**src/rdcgs_pkg.sv**
```systemverilog
// What this block does
// - Register accepts byte, halfword and word accesses through byte selects.
// - Reset value of the register is 0x00011B01.
// - Reserved bits read zero; software writes only zero into them.
// - Bit 28 low enters recovery after short self-test; high skips it.
// - Bit 24 low enables the recovery state function; high disables it.
// - Bits 23:20 set initial gain on recovery entry after self-test.
// - Initial gain code decodes 0000 x4, 0001 x1/16 up to 1000 x8.
// - Bit 16 high suppresses gain return to high after error or reset.
// - Bits 15:12 set the upper gain limit for 12/7-level schemes.
// - Bits 11:8 set the lower gain limit for 12/7-level schemes.
package rdcgs_pkg;
  // ----------------------------------------
  // Register map
  // ----------------------------------------
  localparam logic [7:0] RDCGS_CTRL_GAIN_SEL_ONE_OFS = 8'h08;
  localparam logic [7:0] RDCGS_STATUS_OFS = 8'h0C;
  localparam logic [31:0] RDCGS_CTRL_RESET = 32'h00011B01;
  localparam logic [31:0] RDCGS_CTRL_WMASK = 32'h11F1FF07;
  // ----------------------------------------
  // Field positions
  // ----------------------------------------
  localparam int RDCGS_SELFTEST_DIS_BIT = 28;
  localparam int RDCGS_RECOVERY_DIS_BIT = 24;
  localparam int RDCGS_INIT_GAIN_LSB = 20;
  localparam int RDCGS_RAISE_RESTRICT_BIT = 16;
  localparam int RDCGS_UPPER_LIMIT_LSB = 12;
  localparam int RDCGS_LOWER_LIMIT_LSB = 8;
  localparam int RDCGS_LOWEST_LSB = 0;
  // ----------------------------------------
  // Gain encoding: log2 of gain plus 4 (x0.0625 is 0, x128 is 11)
  // ----------------------------------------
  localparam logic [3:0] RDCGS_GAIN_X4 = 4'h6;
  localparam logic [3:0] RDCGS_GAIN_X128 = 4'hB;
  localparam logic [3:0] RDCGS_GAIN_X16 = 4'h8;
endpackage

```
**src/rdcgs_gain_decode.sv**
```systemverilog
`timescale 1ns/10ps
`default_nettype none
module rdcgs_gain_decode #(
  parameter logic [3:0] HI_CODE_9 = rdcgs_pkg::RDCGS_GAIN_X16,
  parameter logic [3:0] HI_CODE_A = rdcgs_pkg::RDCGS_GAIN_X128,
  parameter logic [3:0] HI_CODE_B = rdcgs_pkg::RDCGS_GAIN_X4,
  parameter logic [3:0] HI_CODE_C = rdcgs_pkg::RDCGS_GAIN_X4,
  parameter logic [3:0] HI_CODE_D = rdcgs_pkg::RDCGS_GAIN_X4,
  parameter logic [3:0] HI_CODE_E = rdcgs_pkg::RDCGS_GAIN_X4,
  parameter logic [3:0] HI_CODE_F = rdcgs_pkg::RDCGS_GAIN_X4
) (
  // Code in, log2 gain out
  input wire logic [3:0] code_i,
  output logic [3:0] gain_o
);
  always_comb begin
    case (code_i)
      4'h0: gain_o = rdcgs_pkg::RDCGS_GAIN_X4;
      4'h1, 4'h2, 4'h3, 4'h4, 4'h5, 4'h6, 4'h7, 4'h8: gain_o = 4'(code_i - 4'h1);
      // Upper codes unconfirmed, kept adjustable
      4'h9: gain_o = HI_CODE_9;
      4'hA: gain_o = HI_CODE_A;
      4'hB: gain_o = HI_CODE_B;
      4'hC: gain_o = HI_CODE_C;
      4'hD: gain_o = HI_CODE_D;
      4'hE: gain_o = HI_CODE_E;
      4'hF: gain_o = HI_CODE_F;
      default: gain_o = rdcgs_pkg::RDCGS_GAIN_X4;
    endcase
  end
endmodule
`default_nettype wire

```
**src/rdcgs_reg.sv**
```systemverilog
// The implementer's own choice: the Wishbone register port.
`timescale 1ns/10ps
`default_nettype none
module rdcgs_reg (
  // Clock and reset
  input wire logic clk_i,
  input wire logic rst_i,
  input wire logic ce_i,
  // Wishbone slave
  input wire logic cyc_i,
  input wire logic stb_i,
  input wire logic we_i,
  input wire logic [7:0] adr_i,
  input wire logic [3:0] sel_i,
  input wire logic [31:0] dat_i,
  output logic [31:0] dat_o,
  output logic ack_o,
  output logic err_o,
  // Loop events
  input wire logic selftest_done_i,
  input wire logic signal_error_recovered_i,
  input wire logic integrator_reset_i,
  // Loop controls
  output logic gain_recovery_state_o,
  output logic [3:0] initial_gain_o,
  output logic gain_raise_req_o,
  output logic [3:0] upper_gain_limit_o,
  output logic [3:0] lower_gain_limit_o,
  output logic [2:0] lowest_setting_field_o
);
  // ----------------------------------------
  // Storage
  // ----------------------------------------
  logic [31:0] ctrl;
  logic [31:0] next_ctrl;
  logic [3:0] decoded_gain;
  logic hit_ctrl;
  logic hit_status;
  logic req;
  logic selftest_recovery_gainrec_disable;
  logic gain_recovery_disable;
  logic gain_raise_restrict;

  assign req = cyc_i & stb_i & ~ack_o & ~err_o;
  assign hit_ctrl = adr_i == rdcgs_pkg::RDCGS_CTRL_GAIN_SEL_ONE_OFS;
  assign hit_status = adr_i == rdcgs_pkg::RDCGS_STATUS_OFS;
  assign selftest_recovery_gainrec_disable = ctrl[rdcgs_pkg::RDCGS_SELFTEST_DIS_BIT];
  assign gain_recovery_disable = ctrl[rdcgs_pkg::RDCGS_RECOVERY_DIS_BIT];
  assign gain_raise_restrict = ctrl[rdcgs_pkg::RDCGS_RAISE_RESTRICT_BIT];

  // ----------------------------------------
  // Byte-lane write, reserved bits forced low
  // ----------------------------------------
  always_comb begin
    next_ctrl = ctrl;
    for (int i = 0; i < 4; i++) begin
      if (sel_i[i]) begin
        next_ctrl[i*8 +: 8] = dat_i[i*8 +: 8];
      end
    end
    next_ctrl = next_ctrl & rdcgs_pkg::RDCGS_CTRL_WMASK;
  end

  always_ff @(posedge clk_i) begin
    if (rst_i) begin
      ctrl <= rdcgs_pkg::RDCGS_CTRL_RESET;
    end else if (ce_i && req && we_i && hit_ctrl) begin
      ctrl <= next_ctrl;
    end
  end

  // ----------------------------------------
  // Bus answer: one wait-free cycle, then ack, or err for an unmapped address
  // ----------------------------------------
  always_ff @(posedge clk_i) begin
    if (rst_i) begin
      ack_o <= 1'b0;
      err_o <= 1'b0;
      dat_o <= 32'h00000000;
    end else if (ce_i) begin
      ack_o <= req & (hit_ctrl | hit_status);
      err_o <= req & ~(hit_ctrl | hit_status);
      if (req && !we_i && hit_ctrl) begin
        dat_o <= ctrl;
      end else if (req && !we_i && hit_status) begin
        dat_o <= {27'h0000000, gain_raise_req_o, decoded_gain};
      end else begin
        dat_o <= 32'h00000000;
      end
    end
  end

  rdcgs_gain_decode u_decode (
    .code_i(ctrl[rdcgs_pkg::RDCGS_INIT_GAIN_LSB +: 4]),
    .gain_o(decoded_gain)
  );

  // ----------------------------------------
  // Loop controls
  // ----------------------------------------
  always_ff @(posedge clk_i) begin
    if (rst_i) begin
      gain_recovery_state_o <= 1'b0;
      initial_gain_o <= rdcgs_pkg::RDCGS_GAIN_X4;
    end else if (ce_i) begin
      // Both the general and the self-test enable must allow entry
      if (selftest_done_i && !gain_recovery_disable && !selftest_recovery_gainrec_disable) begin
        gain_recovery_state_o <= 1'b1;
        initial_gain_o <= decoded_gain;
      end else begin
        gain_recovery_state_o <= 1'b0;
      end
    end
  end

  always_ff @(posedge clk_i) begin
    if (rst_i) begin
      gain_raise_req_o <= 1'b0;
    end else if (ce_i) begin
      gain_raise_req_o <= (signal_error_recovered_i | integrator_reset_i) & ~gain_raise_restrict;
    end
  end

  always_ff @(posedge clk_i) begin
    if (rst_i) begin
      upper_gain_limit_o <= rdcgs_pkg::RDCGS_CTRL_RESET[rdcgs_pkg::RDCGS_UPPER_LIMIT_LSB +: 4];
      lower_gain_limit_o <= rdcgs_pkg::RDCGS_CTRL_RESET[rdcgs_pkg::RDCGS_LOWER_LIMIT_LSB +: 4];
      lowest_setting_field_o <= rdcgs_pkg::RDCGS_CTRL_RESET[rdcgs_pkg::RDCGS_LOWEST_LSB +: 3];
    end else if (ce_i) begin
      upper_gain_limit_o <= ctrl[rdcgs_pkg::RDCGS_UPPER_LIMIT_LSB +: 4];
      lower_gain_limit_o <= ctrl[rdcgs_pkg::RDCGS_LOWER_LIMIT_LSB +: 4];
      lowest_setting_field_o <= ctrl[rdcgs_pkg::RDCGS_LOWEST_LSB +: 3];
    end
  end
endmodule
`default_nettype wire

```
**config.mk**
```make
export PLATFORM = sky130hd
export DESIGN_NAME = rdcgs_reg
export DESIGN_NICKNAME = d
export VERILOG_FILES = /design/src/rdcgs_pkg.sv /design/src/rdcgs_gain_decode.sv /design/src/rdcgs_reg.sv
export SDC_FILE = /design/constraint.sdc
export NUM_CORES = 1
export LEC_CHECK = 0
export BUFFER_PORTS_ARGS = -buffer_cell sky130_fd_sc_hd__buf_2
export CAP_MARGIN = 10
export CORE_MARGIN = 2
export CORE_UTILIZATION = 26
export CTS_BUF_LIST = sky130_fd_sc_hd__clkbuf_2
export DETAILED_ROUTE_END_ITERATION = 10
export PLACE_DENSITY = 0.48
export SYNTH_ARGS = -nofsm -noshare
export SYNTH_HDL_FRONTEND = slang
export SYNTH_SLANG_ARGS = --single-unit
```
**constraint.sdc**
```tcl
create_clock -name clk_i -period 3.1 [get_ports clk_i]
set_input_delay 0.155 -clock clk_i [delete_from_list [all_inputs] [get_ports clk_i]]
set_output_delay 0.155 -clock clk_i [all_outputs]
set_load 0.05 [all_outputs]
```
# Yosys cells after proc, flatten, opt, wreduce, memory -nomap -nowiden
# Cells that the tools add are included.
[totals]
register_bits = 69
latch_bits = 0
mem_bits_rw = 0
mem_bits_ro = 0
input_bits = 53
out_inout_bits = 51
wordCells = 66
memories = 0
[op_classes]
addsub = 1
mul = 0
n_div = 0
magnitude_cmp = 0
n_eq_ne = 17
n_shift = 0
muxes = 4
bitwise = 12
reduce_logical = 19
[ops]
columns = ["operator", "count"]
rows = [
  ["$eq 4x4->1 const B", 8],
  ["$mux 29", 1],
  ["$eq 4x3->1 const B", 4],
  ["$eq 8x4->1 const B", 2],
  ["$pmux 4 s4", 1],
  ["$reduce_and 2->1", 5],
  ["$eq 4x2->1 const B", 2],
  ["$logic_and 1x1->1", 8],
  ["$reduce_or 8->1", 1],
  ["$and 1x1->1", 6],
  ["$reduce_or 6->1", 1],
  ["$mux 5", 1],
  ["$eq 4x1->1 const B", 1],
  ["$logic_not 4->1", 1],
  ["$not 1->1", 4],
  ["$sub 4x1->4 const B", 1],
  ["$logic_not 1->1", 3],
  ["$or 1x1->1", 2],
  ["$mux 1", 1],
]

# Logic depth before layout (Yosys ltp)
# Gate-level depths: netlist of run 1.
[depth]
word_depth = 7
depth_mapped = 7
ltp_nobuf = 6

# Hierarchy
# A second synthesis of run 1 with hierarchy kept.
[unflattened]
hier_cells = 285
area_unflattened_um2 = 2646.3
[by_module_without_submodules]
columns = ["module", "n_inst", "cells_per_inst", "area_per_inst_um2", "seq_area_each_um2"]
rows = [
  ["rdcgs_reg", 1, 258, 2448.6, 1141.1],
  ["rdcgs_gain_decode", 1, 27, 197.7, 0.0],
]

# Least setup slack after synthesis of run 1
# No wires, ideal clock.
[synth_path]
kind = "flip-flop to flip-flop"
start = "register ack_o"
end = "register dat_o[16]"
setup_time_ps = 64
arrival_ps = 1948
t_required_ps = 3036
slack_ps = 1088
stages_incl_launch_ff = 8
n_path_buf = 3
period_less_slack_ps = 2012
path_cell_list = "dfxtp_1 > nand4bb_1 > clkbuf_1 > o41a_1 > or2_1 > buf_6 > buf_12 > nor2_2"
[synth_via]
elab_chain_len = 6
[synth_lines]
columns = ["item", "line", "source"]
rows = [
  ["from (decl)", "rdcgs_reg.sv:17", "output logic ack_o,"],
  ["from (signal assigned)", "rdcgs_reg.sv:81", "ack_o <= req & (hit_ctrl | hit_status);"],
  ["$not 1->1", "rdcgs_reg.sv:44", "assign req = cyc_i & stb_i & ~ack_o & ~err_o;"],
  ["$and 1x1->1 (2 in series)", "rdcgs_reg.sv:44", ""],
  ["$logic_and 1x1->1 (2 in series)", "rdcgs_reg.sv:83", "if (req && !we_i && hit_ctrl) begin"],
  ["$mux 29", "rdcgs_reg.sv:83", ""],
  ["to (signal assigned)", "rdcgs_reg.sv:84", "dat_o <= ctrl;"],
  ["to (signal assigned)", "rdcgs_reg.sv:86", "dat_o <= {27'h0000000, gain_raise_req_o, decoded_gain};"],
  ["to (decl)", "rdcgs_reg.sv:16", "output logic [31:0] dat_o,"],
]
# Every way passes these cells.
# A chain may end at the register's enable or synchronous reset.

# Worst setup path in the final report of run 1
[layout_path]
start = "input adr_i[1]"
end = "register dat_o[10]"
[layout_via]
elab_chain_len = 3
[layout_lines]
columns = ["item", "line", "source"]
rows = [
  ["from (decl)", "rdcgs_reg.sv:13", "input wire logic [7:0] adr_i,"],
  ["$eq 8x4->1", "rdcgs_reg.sv:45", "assign hit_ctrl = adr_i == rdcgs_pkg::RDCGS_CTRL_GAIN_SEL_ONE_OFS;"],
  ["$logic_and 1x1->1", "rdcgs_reg.sv:83", ""],
  ["$mux 29", "rdcgs_reg.sv:83", ""],
]
# Every way passes these cells.

==> flow_summary.html, run 1 <==
<table>
<tr><th>Metric</th><th>Value</th></tr>
<tr><th colspan="2">Run status</th></tr>
<tr><td>Outcome</td><td>complete, no violations</td></tr>
<tr><th colspan="2">Logic synthesis</th></tr>
<tr><td>Synthesis warning total</td><td>0</td></tr>
<tr><td>Number of flops mapped to enable cells by yosys</td><td>0</td></tr>
<tr><td>Cells after synthesis</td><td>275</td></tr>
<tr><td>Simple-gate share of the synthesized area</td><td>0.221</td></tr>
<tr><td>Async set-reset flop share out of synthesis</td><td>0</td></tr>
<tr><td>Total standard cell area after synthesis</td><td>between 2000 and 3000 sq um</td></tr>
<tr><td>Unique masters post-synth</td><td>45</td></tr>
<tr><td>Sequential element share of the synthesized area</td><td>0.452</td></tr>
<tr><td>Dominant combinational cell family by area after synthesis</td><td>simple AND/OR/NAND/NOR gates</td></tr>
<tr><td>Adder-Cell Fraction of Synth Area</td><td>0.0198</td></tr>
<tr><td>Synth Area in XOR/XNOR</td><td>0</td></tr>
<tr><td>Mux share of post-synthesis cell area</td><td>0.123</td></tr>
<tr><td>Main synth FF type</td><td>sky130_fd_sc_hd__dfxtp_1</td></tr>
<tr><td>Mean cell area of the mapped netlist</td><td>9.19 sq um</td></tr>
<tr><td>Synthesized flop and latch total</td><td>between 50 and 60</td></tr>
<tr><td>Synth Area in Compound Gates</td><td>0.0976</td></tr>
<tr><th colspan="2">Routing</th></tr>
<tr><td>Total via count in the routed design</td><td>about 2200</td></tr>
<tr><td>Detail Route Antenna Nets</td><td>0</td></tr>
<tr><td>Count of TritonRoute iterations in the first routing pass</td><td>4</td></tr>
<tr><td>DRC marker count from the first detailed-route iteration</td><td>64</td></tr>
<tr><td>Routed WL</td><td>around 6500 microns</td></tr>
<tr><td>Top layer used by detailed routing</td><td>met4</td></tr>
<tr><td>Vias per Instance</td><td>approximately 4.4</td></tr>
<tr><td>Metal3 WL</td><td>approximately 420 microns</td></tr>
<tr><td>DRC</td><td>0</td></tr>
<tr><td>Average routed wire per standard cell</td><td>12.9 microns</td></tr>
<tr><td>Met2 wire len</td><td>~3000 microns</td></tr>
<tr><td>Metal1 wirelength</td><td>between 3000 and 4000 microns</td></tr>
<tr><th colspan="2">Worst setup path</th></tr>
<tr><td>RR Endpoint</td><td>dat_o[10]$_SDFFE_PP0P_</td></tr>
<tr><td>Worst path slowest cell</td><td>sky130_fd_sc_hd__or2_1</td></tr>
<tr><td>Largest stage delay on the critical path</td><td>about 0.57 ns</td></tr>
<tr><td>Startpoint of the most critical register-to-register path</td><td>ack_o$_SDFFE_PP0P_</td></tr>
<tr><td>Worst Path Max Fanout</td><td>15</td></tr>
<tr><td>R2R depth</td><td>5</td></tr>
<tr><td>Required time worst endpoint</td><td>3.49 ns</td></tr>
<tr><td>Crit path DAT</td><td>2.65 ns</td></tr>
<tr><td>Crit-path cells</td><td>dlygate4sd3_1, buf_2, or3b_1, o41a_1, or2_1, a21oi_1</td></tr>
<tr><td>Family with the most delay on the worst path</td><td>simple AND/OR/NAND/NOR gates</td></tr>
<tr><td>Register-to-register path setup slack</td><td>roughly 1.0 ns</td></tr>
<tr><td>Sort of element at the end of the critical path</td><td>register</td></tr>
<tr><td>Bufs and invs on worst path</td><td>2</td></tr>
<tr><td>Kind of launch point of the worst setup path</td><td>input pin</td></tr>
<tr><td>Worst Setup Path Type</td><td>in2reg</td></tr>
<tr><th colspan="2">Floorplan</th></tr>
<tr><td>Top-level I/O count</td><td>104</td></tr>
<tr><td>Die width</td><td>between 100 and 150 microns</td></tr>
<tr><td>Initial core utilization</td><td>0.271</td></tr>
<tr><td>Die Ht</td><td>around 100 microns</td></tr>
<tr><td>Core Region</td><td>9330 sq um</td></tr>
<tr><td>Cell Rows</td><td>35</td></tr>
<tr><td>Full die area</td><td>roughly 11000 sq um</td></tr>
<tr><th colspan="2">Place</th></tr>
<tr><td>Total of buffers placed on input and output ports</td><td>77</td></tr>
<tr><td>Hpwl dp</td><td>roughly 4600 microns</td></tr>
<tr><td>Routability Congestion</td><td>~0.8</td></tr>
<tr><th colspan="2">GRT</th></tr>
<tr><td>Largest net degree at the start of global routing</td><td>23</td></tr>
<tr><td>Vias in the first global route</td><td>slightly above 2000</td></tr>
<tr><td>GRT Resource Usage Total</td><td>0.127</td></tr>
<tr><td>Initial antenna violation count</td><td>0</td></tr>
<tr><td>Total congestion overflow after global routing</td><td>0</td></tr>
<tr><td>Wire length of the first global-routing pass</td><td>between 9000 and 10000 microns</td></tr>
<tr><th colspan="2">Finish</th></tr>
<tr><td># fillers</td><td>about 1000</td></tr>
<tr><td>Relative area change from synthesis to final layout</td><td>28.4%</td></tr>
<tr><td>Final design utilization</td><td>0.348</td></tr>
<tr><td>Proportion of layout cells with a drive suffix above 1</td><td>0.302</td></tr>
<tr><td>Most used cells in the layout excluding fill and tap cells</td><td>sky130_fd_sc_hd__buf_2, sky130_fd_sc_hd__dfxtp_1, sky130_fd_sc_hd__mux2i_1, sky130_fd_sc_hd__nand2_1, sky130_fd_sc_hd__nor2_1</td></tr>
<tr><td>Antenna diode instance count</td><td>0</td></tr>
<tr><td>Leading cell type in the layout, fill and taps excluded</td><td>sky130_fd_sc_hd__buf_2</td></tr>
<tr><td>Final layout net count</td><td>between 400 and 500</td></tr>
<tr><th colspan="2">Timing</th></tr>
<tr><td>Maximum clock skew at final layout</td><td>0.0205 ns</td></tr>
<tr><td>Transition time of the tightest slew-check pin</td><td>around 0.95 ns</td></tr>
<tr><td>Highest Clock Rate</td><td>between 400 and 500 MHz</td></tr>
<tr><td>Number of pins with negative max-slew slack in the final report</td><td>0</td></tr>
<tr><td>Fin crit share</td><td>0.731</td></tr>
<tr><td>Number of endpoints with negative hold slack in the final report</td><td>0</td></tr>
<tr><td>Max transition margin</td><td>0.368</td></tr>
<tr><td>Unrepaired setup endpoints after global routing</td><td>false</td></tr>
<tr><td>Setup violation total in the final timing report</td><td>0</td></tr>
<tr><td>Post-layout minimum cycle time</td><td>~2.3 ns</td></tr>
<tr><td>Summed negative setup slack over all endpoints</td><td>0 ns</td></tr>
<tr><th colspan="2">Clocking</th></tr>
<tr><td>Worst-skew pair later-pin latency</td><td>between 0.4 and 0.5 ns</td></tr>
<tr><td>Quantity of gates resized following cts</td><td>0</td></tr>
<tr><td>Num CTS Buffers</td><td>9</td></tr>
<tr><td>Master cell of the clock root buffer</td><td>sky130_fd_sc_hd__clkbuf_2</td></tr>
<tr><td>Maximum clock path buffer count</td><td>2</td></tr>
<tr><td>Total number of H-tree levels</td><td>3</td></tr>
<tr><td>CTS clock-pin slew for the worst setup and hold paths</td><td>around 0.16 ns</td></tr>
<tr><td>Count of clock tree sinks</td><td>57</td></tr>
<tr><td>TritonCTS clock tree</td><td>yes</td></tr>
<tr><th colspan="2">Worst hold path</th></tr>
<tr><td>Path class of the lowest-slack min-delay path</td><td>in2reg</td></tr>
<tr><td>Source of the worst hold timing path</td><td>rst_i</td></tr>
<tr><td>Hold depth</td><td>2</td></tr>
<tr><td>Hold Path End</td><td>err_o$_SDFFE_PP0P_</td></tr>
<tr><th colspan="2">Power and ir drop</th></tr>
<tr><td>Peak ir drop on the vdd network</td><td>between 150 and 200 uV</td></tr>
<tr><td>Power density cells</td><td>401 nW/um^2</td></tr>
<tr><td>Leakage component of the power</td><td>between 1 and 1.5 nW</td></tr>
<tr><th colspan="2">Job</th></tr>
<tr><td>MaxCap Viol Count</td><td>0</td></tr>
</table>
through the flow:
stage               instances  setup slack (ns)  power (mW)  instance area (sq um)  hold WS, ns
detailed placement        468             0.868       0.936                   2970        0.379
CTS                       503             0.850        1.33                   3240       0.0274
global route              503             0.685        1.37                   3240       0.0418
finish                    503             0.834        1.30                   3240       0.0762
global placement          468             0.872       0.936                   2970        0.373
floorplan                 286              1.09       0.900                   2570        0.283
worst max path at each step:
stage          slack, ns  cells after the start          startpoint                     end
2_1_floorplan       1.09                      7  ack_o$_SDFFE_PP0P_  dat_o[16]$_SDFFE_PP0P_
3_3_place_gp        0.87                      5            adr_i[5]  dat_o[10]$_SDFFE_PP0P_
3_5_place_dp        0.87                      5            adr_i[5]  dat_o[10]$_SDFFE_PP0P_
4_1_cts             0.85                      6            adr_i[1]  dat_o[10]$_SDFFE_PP0P_
5_1_grt             0.69                      6            adr_i[1]  dat_o[10]$_SDFFE_PP0P_
6_report            0.83                      6            adr_i[1]  dat_o[10]$_SDFFE_PP0P_
cell type report:
class                      count  area, sq um  share of cell area
timing repair buffer         103          631               0.194
inverter                       7         26.3             0.00810
tap                          129          161              0.0497
clock inverter                 5         23.8             0.00733
multi-input combinational    192         1210               0.373
sequential                    57         1140               0.352
clock buffer                  10         50.0              0.0154
kinds of logic after synthesis:
| family | count (synthesis) |
|---|---|
| compound gates | 43 |
| fa+ha+maj | 4 |
| buf+inv | 37 |
| flops | 57 |
| mux | 31 |
| other cells | 1 |
| simple gates | 102 |
per-layer routing:
layer | up-vias | global-route usage
li1 | 1109 | -
met1 | 1009 | 0.155
met2 | 69 | 0.208
met3 | 8 | 0.0339
met4 | 0 | 0.0585
met5 | - | 0
report_power, final:
group | total, mW | internal (mW) | switching [mW]
combinational | 0.190 | 0.0610 | 0.129
clock | 0.362 | 0.0969 | 0.265
sequential | 0.748 | 0.743 | 0.00502
state kept, by name (all words and copies together) (netlist names):
| signal | cells |
|---|---|
| dat_o | 20 |
| err_o | 1 |
| ctrl | 18 |
| initial_gain_o | 4 |
| gain_recovery_state_o | 1 |
| lowest_setting_field_o | 3 |
| lower_gain_limit_o | 4 |
| gain_raise_req_o | 1 |
| ack_o | 1 |
| upper_gain_limit_o | 4 |
timing repair:
action,in CTS,in global routing
hold endpoints to repair,19,0
hold buffers,20,0
setup buffers,0,0
synthesized netlist by cell type, types with 2 or more instances:
| cell type | n | area share |
|---|---|---|
| sky130_fd_sc_hd__a21oi_1 | 24 | 0.048 |
| sky130_fd_sc_hd__o21ai_0 | 8 | 0.016 |
| sky130_fd_sc_hd__nand2_1 | 29 | 0.043 |
| sky130_fd_sc_hd__nor2_1 | 27 | 0.040 |
| sky130_fd_sc_hd__buf_6 | 2 | 0.0089 |
| sky130_fd_sc_hd__or4_1 | 2 | 0.0059 |
| sky130_fd_sc_hd__nor2b_1 | 3 | 0.0074 |
| sky130_fd_sc_hd__nor3b_1 | 2 | 0.0059 |
| sky130_fd_sc_hd__nor4_1 | 2 | 0.0050 |
| sky130_fd_sc_hd__mux2i_1 | 31 | 0.12 |
| sky130_fd_sc_hd__inv_1 | 7 | 0.010 |
| sky130_fd_sc_hd__clkbuf_1 | 13 | 0.019 |
| sky130_fd_sc_hd__nand3_1 | 3 | 0.0059 |
| sky130_fd_sc_hd__o22ai_1 | 2 | 0.0050 |
| sky130_fd_sc_hd__buf_1 | 2 | 0.0030 |
| sky130_fd_sc_hd__nor3_1 | 4 | 0.0079 |
| sky130_fd_sc_hd__nand4_1 | 2 | 0.0050 |
| sky130_fd_sc_hd__buf_4 | 12 | 0.036 |
| sky130_fd_sc_hd__and3_1 | 2 | 0.0050 |
| sky130_fd_sc_hd__nor2_2 | 8 | 0.020 |
| sky130_fd_sc_hd__ha_1 | 4 | 0.020 |
| sky130_fd_sc_hd__a211oi_1 | 2 | 0.0059 |
| sky130_fd_sc_hd__nor4_2 | 2 | 0.0099 |
| sky130_fd_sc_hd__nor2_4 | 2 | 0.0089 |
| sky130_fd_sc_hd__nand4b_1 | 4 | 0.014 |
| sky130_fd_sc_hd__dfxtp_1 | 57 | 0.45 |
(Power assumes the default switching activity.)
==> run 2, diff against run 1 <==
--- a/config.mk
+++ b/config.mk
@@ -5,13 +5,14 @@
 export SDC_FILE = /design/constraint.sdc
 export NUM_CORES = 1
 export LEC_CHECK = 0
+export ABC_AREA = 1
 export BUFFER_PORTS_ARGS = -buffer_cell sky130_fd_sc_hd__buf_2
 export CAP_MARGIN = 10
 export CORE_MARGIN = 2
 export CORE_UTILIZATION = 26
 export CTS_BUF_LIST = sky130_fd_sc_hd__clkbuf_2
 export DETAILED_ROUTE_END_ITERATION = 10
-export PLACE_DENSITY = 0.48
+export PLACE_DENSITY = 0.49
 export SYNTH_ARGS = -nofsm -noshare
 export SYNTH_HDL_FRONTEND = slang
 export SYNTH_SLANG_ARGS = --single-unit
==> constraint.sdc (replaced) <==
create_clock -name clk_i -period 2.1 [get_ports clk_i]
set_input_delay 0.105 -clock clk_i [delete_from_list [all_inputs] [get_ports clk_i]]
set_output_delay 0.105 -clock clk_i [all_outputs]
set_load 0.05 [all_outputs]
==> flow_summary.html, run 2 <==
<table>
<tr><th>Metric</th><th>Value</th></tr>
<tr><th colspan="2">Run status</th></tr>
<tr><td>Outcome</td><td>complete, no violations (unchanged)</td></tr>
<tr><th colspan="2">Finish</th></tr>
<tr><td>Final layout net count</td><td>505 (was 427)</td></tr>
<tr><td>Leading cell type in the layout, fill and taps excluded</td><td>sky130_fd_sc_hd__nand2_1 (was sky130_fd_sc_hd__buf_2)</td></tr>
<tr><td>Antenna diode instance count</td><td>0 (unchanged)</td></tr>
<tr><td>Most used cells in the layout excluding fill and tap cells</td><td>sky130_fd_sc_hd__nand2_1, sky130_fd_sc_hd__buf_2, sky130_fd_sc_hd__dfxtp_1, sky130_fd_sc_hd__dlygate4sd3_1, sky130_fd_sc_hd__a21oi_1 (was sky130_fd_sc_hd__buf_2, sky130_fd_sc_hd__dfxtp_1, sky130_fd_sc_hd__mux2i_1, sky130_fd_sc_hd__nand2_1, sky130_fd_sc_hd__nor2_1)</td></tr>
<tr><td>Final design utilization</td><td>0.374 (was 0.348)</td></tr>
<tr><td># fillers</td><td>1017 (was 998)</td></tr>
<tr><td>Register containing the most flip-flops in the final layout</td><td>dat_o (unchanged)</td></tr>
<tr><td>Biggest registers after layout</td><td>dat_o (20), ctrl (18) (unchanged)</td></tr>
<tr><td>Max reg flops</td><td>20 (unchanged)</td></tr>
<tr><td>Relative area change from synthesis to final layout</td><td>39.2% (was 28.4%)</td></tr>
<tr><td>Proportion of layout cells with a drive suffix above 1</td><td>0.260 (was 0.302)</td></tr>
<tr><th colspan="2">Routing</th></tr>
<tr><td>Detail Route Antenna Nets</td><td>0 (unchanged)</td></tr>
<tr><td>DRC marker count from the first detailed-route iteration</td><td>94 (was 64)</td></tr>
<tr><td>Vias per Instance</td><td>4.28 (was 4.36)</td></tr>
<tr><td>Count of TritonRoute iterations in the first routing pass</td><td>4 (unchanged)</td></tr>
<tr><td>Routed WL</td><td>7030 microns (was 6490 microns)</td></tr>
<tr><td>Total via count in the routed design</td><td>2491 (was 2195)</td></tr>
<tr><td>DRC</td><td>0 (unchanged)</td></tr>
<tr><td>Average routed wire per standard cell</td><td>12.1 microns (was 12.9 microns)</td></tr>
<tr><th colspan="2">Logic synthesis</th></tr>
<tr><td>Synthesized flop and latch total</td><td>57 (unchanged)</td></tr>
<tr><td>Mean cell area of the mapped netlist</td><td>7.56 sq um (was 9.19 sq um)</td></tr>
<tr><td>Async set-reset flop share out of synthesis</td><td>0 (unchanged)</td></tr>
<tr><td>Yosys top cell area share</td><td>0.457 (was 0.452)</td></tr>
<tr><td>Cells after synthesis</td><td>330 (was 275)</td></tr>
<tr><td>Top cell type by total area after synthesis</td><td>sky130_fd_sc_hd__dfxtp_1 (unchanged)</td></tr>
<tr><td>Top post-synthesis cells by count</td><td>sky130_fd_sc_hd__nand2_1, sky130_fd_sc_hd__dfxtp_1, sky130_fd_sc_hd__a21oi_1 (was sky130_fd_sc_hd__dfxtp_1, sky130_fd_sc_hd__mux2i_1, sky130_fd_sc_hd__nand2_1)</td></tr>
<tr><td>Total standard cell area after synthesis</td><td>2490 sq um (was 2530 sq um)</td></tr>
<tr><td>Unique masters post-synth</td><td>25 (was 45)</td></tr>
<tr><td>Main synth FF type</td><td>sky130_fd_sc_hd__dfxtp_1 (unchanged)</td></tr>
<tr><td>Synthesis warning total</td><td>0 (unchanged)</td></tr>
<tr><td>Most frequent cell after synthesis</td><td>sky130_fd_sc_hd__nand2_1 (was sky130_fd_sc_hd__dfxtp_1)</td></tr>
<tr><td>Number of flops mapped to enable cells by yosys</td><td>0 (unchanged)</td></tr>
<tr><td>Sequential element share of the synthesized area</td><td>0.457 (was 0.452)</td></tr>
<tr><td>Cell types with the largest area share after synthesis</td><td>sky130_fd_sc_hd__dfxtp_1, sky130_fd_sc_hd__nand2_1, sky130_fd_sc_hd__a21oi_1 (was sky130_fd_sc_hd__dfxtp_1, sky130_fd_sc_hd__mux2i_1, sky130_fd_sc_hd__a21oi_1)</td></tr>
<tr><th colspan="2">Worst setup path</th></tr>
<tr><td>Required time worst endpoint</td><td>2.54 ns (was 3.49 ns)</td></tr>
<tr><td>Crit-path cells</td><td>nor2_1, nand3_1, nor2_4, buf_4, nand4_1, dlygate4sd3_1, a21oi_1 (was dlygate4sd3_1, buf_2, or3b_1, o41a_1, or2_1, a21oi_1)</td></tr>
<tr><td>RR Endpoint</td><td>ctrl[10]$_SDFFE_PP0P_ (was dat_o[10]$_SDFFE_PP0P_)</td></tr>
<tr><td>R2R depth</td><td>7 (was 5)</td></tr>
<tr><td>Crit path DAT</td><td>2.35 ns (was 2.65 ns)</td></tr>
<tr><td>Startpoint of the most critical register-to-register path</td><td>err_o$_SDFFE_PP0P_ (was ack_o$_SDFFE_PP0P_)</td></tr>
<tr><td>Sort of element at the end of the critical path</td><td>register (unchanged)</td></tr>
<tr><td>Worst path slowest cell</td><td>sky130_fd_sc_hd__dlygate4sd3_1 (was sky130_fd_sc_hd__or2_1)</td></tr>
<tr><td>Kind of launch point of the worst setup path</td><td>register (was input pin)</td></tr>
<tr><td>Register-to-register path setup slack</td><td>0.20 ns (was 1.03 ns)</td></tr>
<tr><td>Largest stage delay on the critical path</td><td>0.56 ns (was 0.57 ns)</td></tr>
<tr><td>Worst Setup Path Type</td><td>reg2reg (was in2reg)</td></tr>
<tr><td>Worst Path Max Fanout</td><td>11 (was 15)</td></tr>
<tr><th colspan="2">Power and ir drop</th></tr>
<tr><td>Peak ir drop on the vdd network</td><td>290 uV (was 191 uV)</td></tr>
<tr><td>Leakage component of the power</td><td>1.55 nW (was 1.39 nW)</td></tr>
<tr><td>Power density cells</td><td>623 nW/um^2 (was 401 nW/um^2)</td></tr>
<tr><th colspan="2">Timing</th></tr>
<tr><td>Number of endpoints with negative hold slack in the final report</td><td>0 (unchanged)</td></tr>
<tr><td>Fin crit share</td><td>0.906</td></tr>
<tr><td>Unrepaired setup endpoints after global routing</td><td>false (unchanged)</td></tr>
<tr><td>Setup violation total in the final timing report</td><td>0 (unchanged)</td></tr>
<tr><td>Transition time of the tightest slew-check pin</td><td>0.613 ns (was 0.948 ns)</td></tr>
<tr><td>Minimum setup slack in the final design</td><td>0.197 ns (was 0.834 ns)</td></tr>
<tr><td>Maximum clock skew at final layout</td><td>0.0155 ns (was 0.0205 ns)</td></tr>
<tr><td>Post-layout minimum cycle time</td><td>1.90 ns</td></tr>
<tr><td>Number of pins with negative max-slew slack in the final report</td><td>0 (unchanged)</td></tr>
<tr><td>Highest Clock Rate</td><td>~530 MHz</td></tr>
<tr><td>Summed negative setup slack over all endpoints</td><td>0 ns (unchanged)</td></tr>
<tr><td>Max transition margin</td><td>0.591 (was 0.368)</td></tr>
<tr><th colspan="2">GRT</th></tr>
<tr><td>GRT Resource Usage Total</td><td>0.139 (was 0.127)</td></tr>
<tr><td>Initial antenna violation count</td><td>0 (unchanged)</td></tr>
<tr><td>Largest net degree at the start of global routing</td><td>29 (was 23)</td></tr>
<tr><td>Vias in the first global route</td><td>2386 (was 2042)</td></tr>
<tr><td>Wire length of the first global-routing pass</td><td>11200 microns (was 9970 microns)</td></tr>
<tr><td>Total congestion overflow after global routing</td><td>0 (unchanged)</td></tr>
<tr><th colspan="2">Clocking</th></tr>
<tr><td>CTS clock-pin slew for the worst setup and hold paths</td><td>0.19 ns (was 0.16 ns)</td></tr>
<tr><td>Master cell of the clock root buffer</td><td>sky130_fd_sc_hd__clkbuf_2 (unchanged)</td></tr>
<tr><td>Maximum clock path buffer count</td><td>2 (unchanged)</td></tr>
<tr><td>Num CTS Buffers</td><td>9 (unchanged)</td></tr>
<tr><td>Total number of H-tree levels</td><td>3 (unchanged)</td></tr>
<tr><td>Count of clock tree sinks</td><td>57 (unchanged)</td></tr>
<tr><td>TritonCTS clock tree</td><td>yes (unchanged)</td></tr>
<tr><td>Worst-skew pair later-pin latency</td><td>0.49 ns (was 0.47 ns)</td></tr>
<tr><th colspan="2">Worst hold path</th></tr>
<tr><td>Path class of the lowest-slack min-delay path</td><td>in2reg (unchanged)</td></tr>
<tr><td>Hold Path End</td><td>ctrl[16]$_SDFFE_PP1P_ (was err_o$_SDFFE_PP0P_)</td></tr>
<tr><td>Hold depth</td><td>4 (was 2)</td></tr>
<tr><td>Source of the worst hold timing path</td><td>sel_i[2] (was rst_i)</td></tr>
<tr><th colspan="2">Job</th></tr>
<tr><td>MaxCap Viol Count</td><td>0 (unchanged)</td></tr>
<tr><th colspan="2">Floorplan</th></tr>
<tr><td>Full die area</td><td>10400 sq um (was 10500 sq um)</td></tr>
<tr><td>Top-level I/O count</td><td>104 (unchanged)</td></tr>
<tr><td>Initial core utilization</td><td>0.269 (was 0.271)</td></tr>
<tr><td>Core Region</td><td>9280 sq um (was 9330 sq um)</td></tr>
<tr><td>Cell Rows</td><td>35 (unchanged)</td></tr>
<tr><td>Die Ht</td><td>102 microns (was 103 microns)</td></tr>
<tr><td>Die width</td><td>102 microns (was 103 microns)</td></tr>
<tr><th colspan="2">Place</th></tr>
<tr><td>Worst setup slack before clock tree synthesis</td><td>0.447 ns (was 0.868 ns)</td></tr>
<tr><td>Routability Congestion</td><td>0.754 (was 0.802)</td></tr>
<tr><td>Total of buffers placed on input and output ports</td><td>77 (unchanged)</td></tr>
<tr><td>Hpwl dp</td><td>4810 microns (was 4610 microns)</td></tr>
</table>
-- run 2: cell count changes after synthesis, sizes merged, moves of 12 or more --
cell	change
nand4	+16
inv	+15
mux2i	-31
nand2	+62
nand3	+22
a21oi	+12
-- run 2: per-layer routing --
layer / track usage / vias to the layer above / part of all wire
met5: 0 / - / 0
met4: 0.0656 / 0 / 0.017
met3: 0.0294 / 10 / 0.049
met2: 0.211 / 78 / 0.42
met1: 0.190 / 1109 / 0.51
li1: - / 1294 / -
-- run 2: layout make-up --
class | instances | area [sq um] | area share
sequential | 57 | 1140 | 0.329
multi-input combinational | 234 | 1140 | 0.327
timing repair buffer | 124 | 836 | 0.241
tap | 129 | 161 | 0.0465
inverter | 22 | 82.6 | 0.0238
clock inverter | 7 | 70.1 | 0.0202
clock buffer | 9 | 45.0 | 0.0130
-- run 2: stage by stage --
stage / std cells / hold WS, ns / area, sq um / power [mW]
floorplan: 341 / 0.276 / 2540 / 1.36
global placement: 525 / 0.389 / 2950 / 1.42
detailed placement: 525 / 0.391 / 2950 / 1.42
CTS: 580 / 0.0227 / 3450 / 2.19
global route: 582 / 0.0579 / 3470 / 2.26
finish: 582 / 0.0773 / 3470 / 2.16
-- run 2: repair_timing --
action,in CTS,in global routing
setup endpoints to repair,0,10
resized for setup,0,1
hold buffers,39,0
endpoints found under the hold margin,21,0
setup buffers,0,2
-- run 2: cell families after synthesis --
family                     after synthesis  synth area share
AOI/OAI and AO/OA                       48             0.107
and+or+nand+nor                        170             0.308
other                                    1           0.00150
buffers and inverters                   50             0.106
DFF                                     57             0.457
adders and majority gates                4            0.0201
-- run 2: where the power goes --
part / internal [mW] / switching, mW / leakage [nW]
combinational: 0.0975 / 0.225 / 1.03
sequential: 1.10 / 0.0105 / 0.463
clock: 0.272 / 0.456 / 0.0620
total: 1.47 / 0.692 / 1.55
-- run 2: how the worst max path moves through the flow --
stage	start	end	slack (ns)	cells after the start
final	err_o$_SDFFE_PP0P_	ctrl[10]$_SDFFE_PP0P_	0.20	7
after global placement	err_o$_SDFFE_PP0P_	ctrl[15]$_SDFFE_PP0P_	0.49	6
after CTS	err_o$_SDFFE_PP0P_	ctrl[14]$_SDFFE_PP0P_	0.03	7
after detailed placement	err_o$_SDFFE_PP0P_	ctrl[13]$_SDFFE_PP0P_	0.45	6
after global routing	err_o$_SDFFE_PP0P_	ctrl[10]$_SDFFE_PP0P_	0.07	7
after floorplan	err_o$_SDFFE_PP0P_	ctrl[1]$_SDFFE_PP0P_	0.68	7
-- run 2: worst max-delay path: cells and delay by family (launching register included) --
family                 cells  cell delay [ns]
AOI/OAI and AO/OA          1             0.14
buffers and inverters      2             0.77
DFF                        1             0.36
and+or+nand+nor            4             0.59
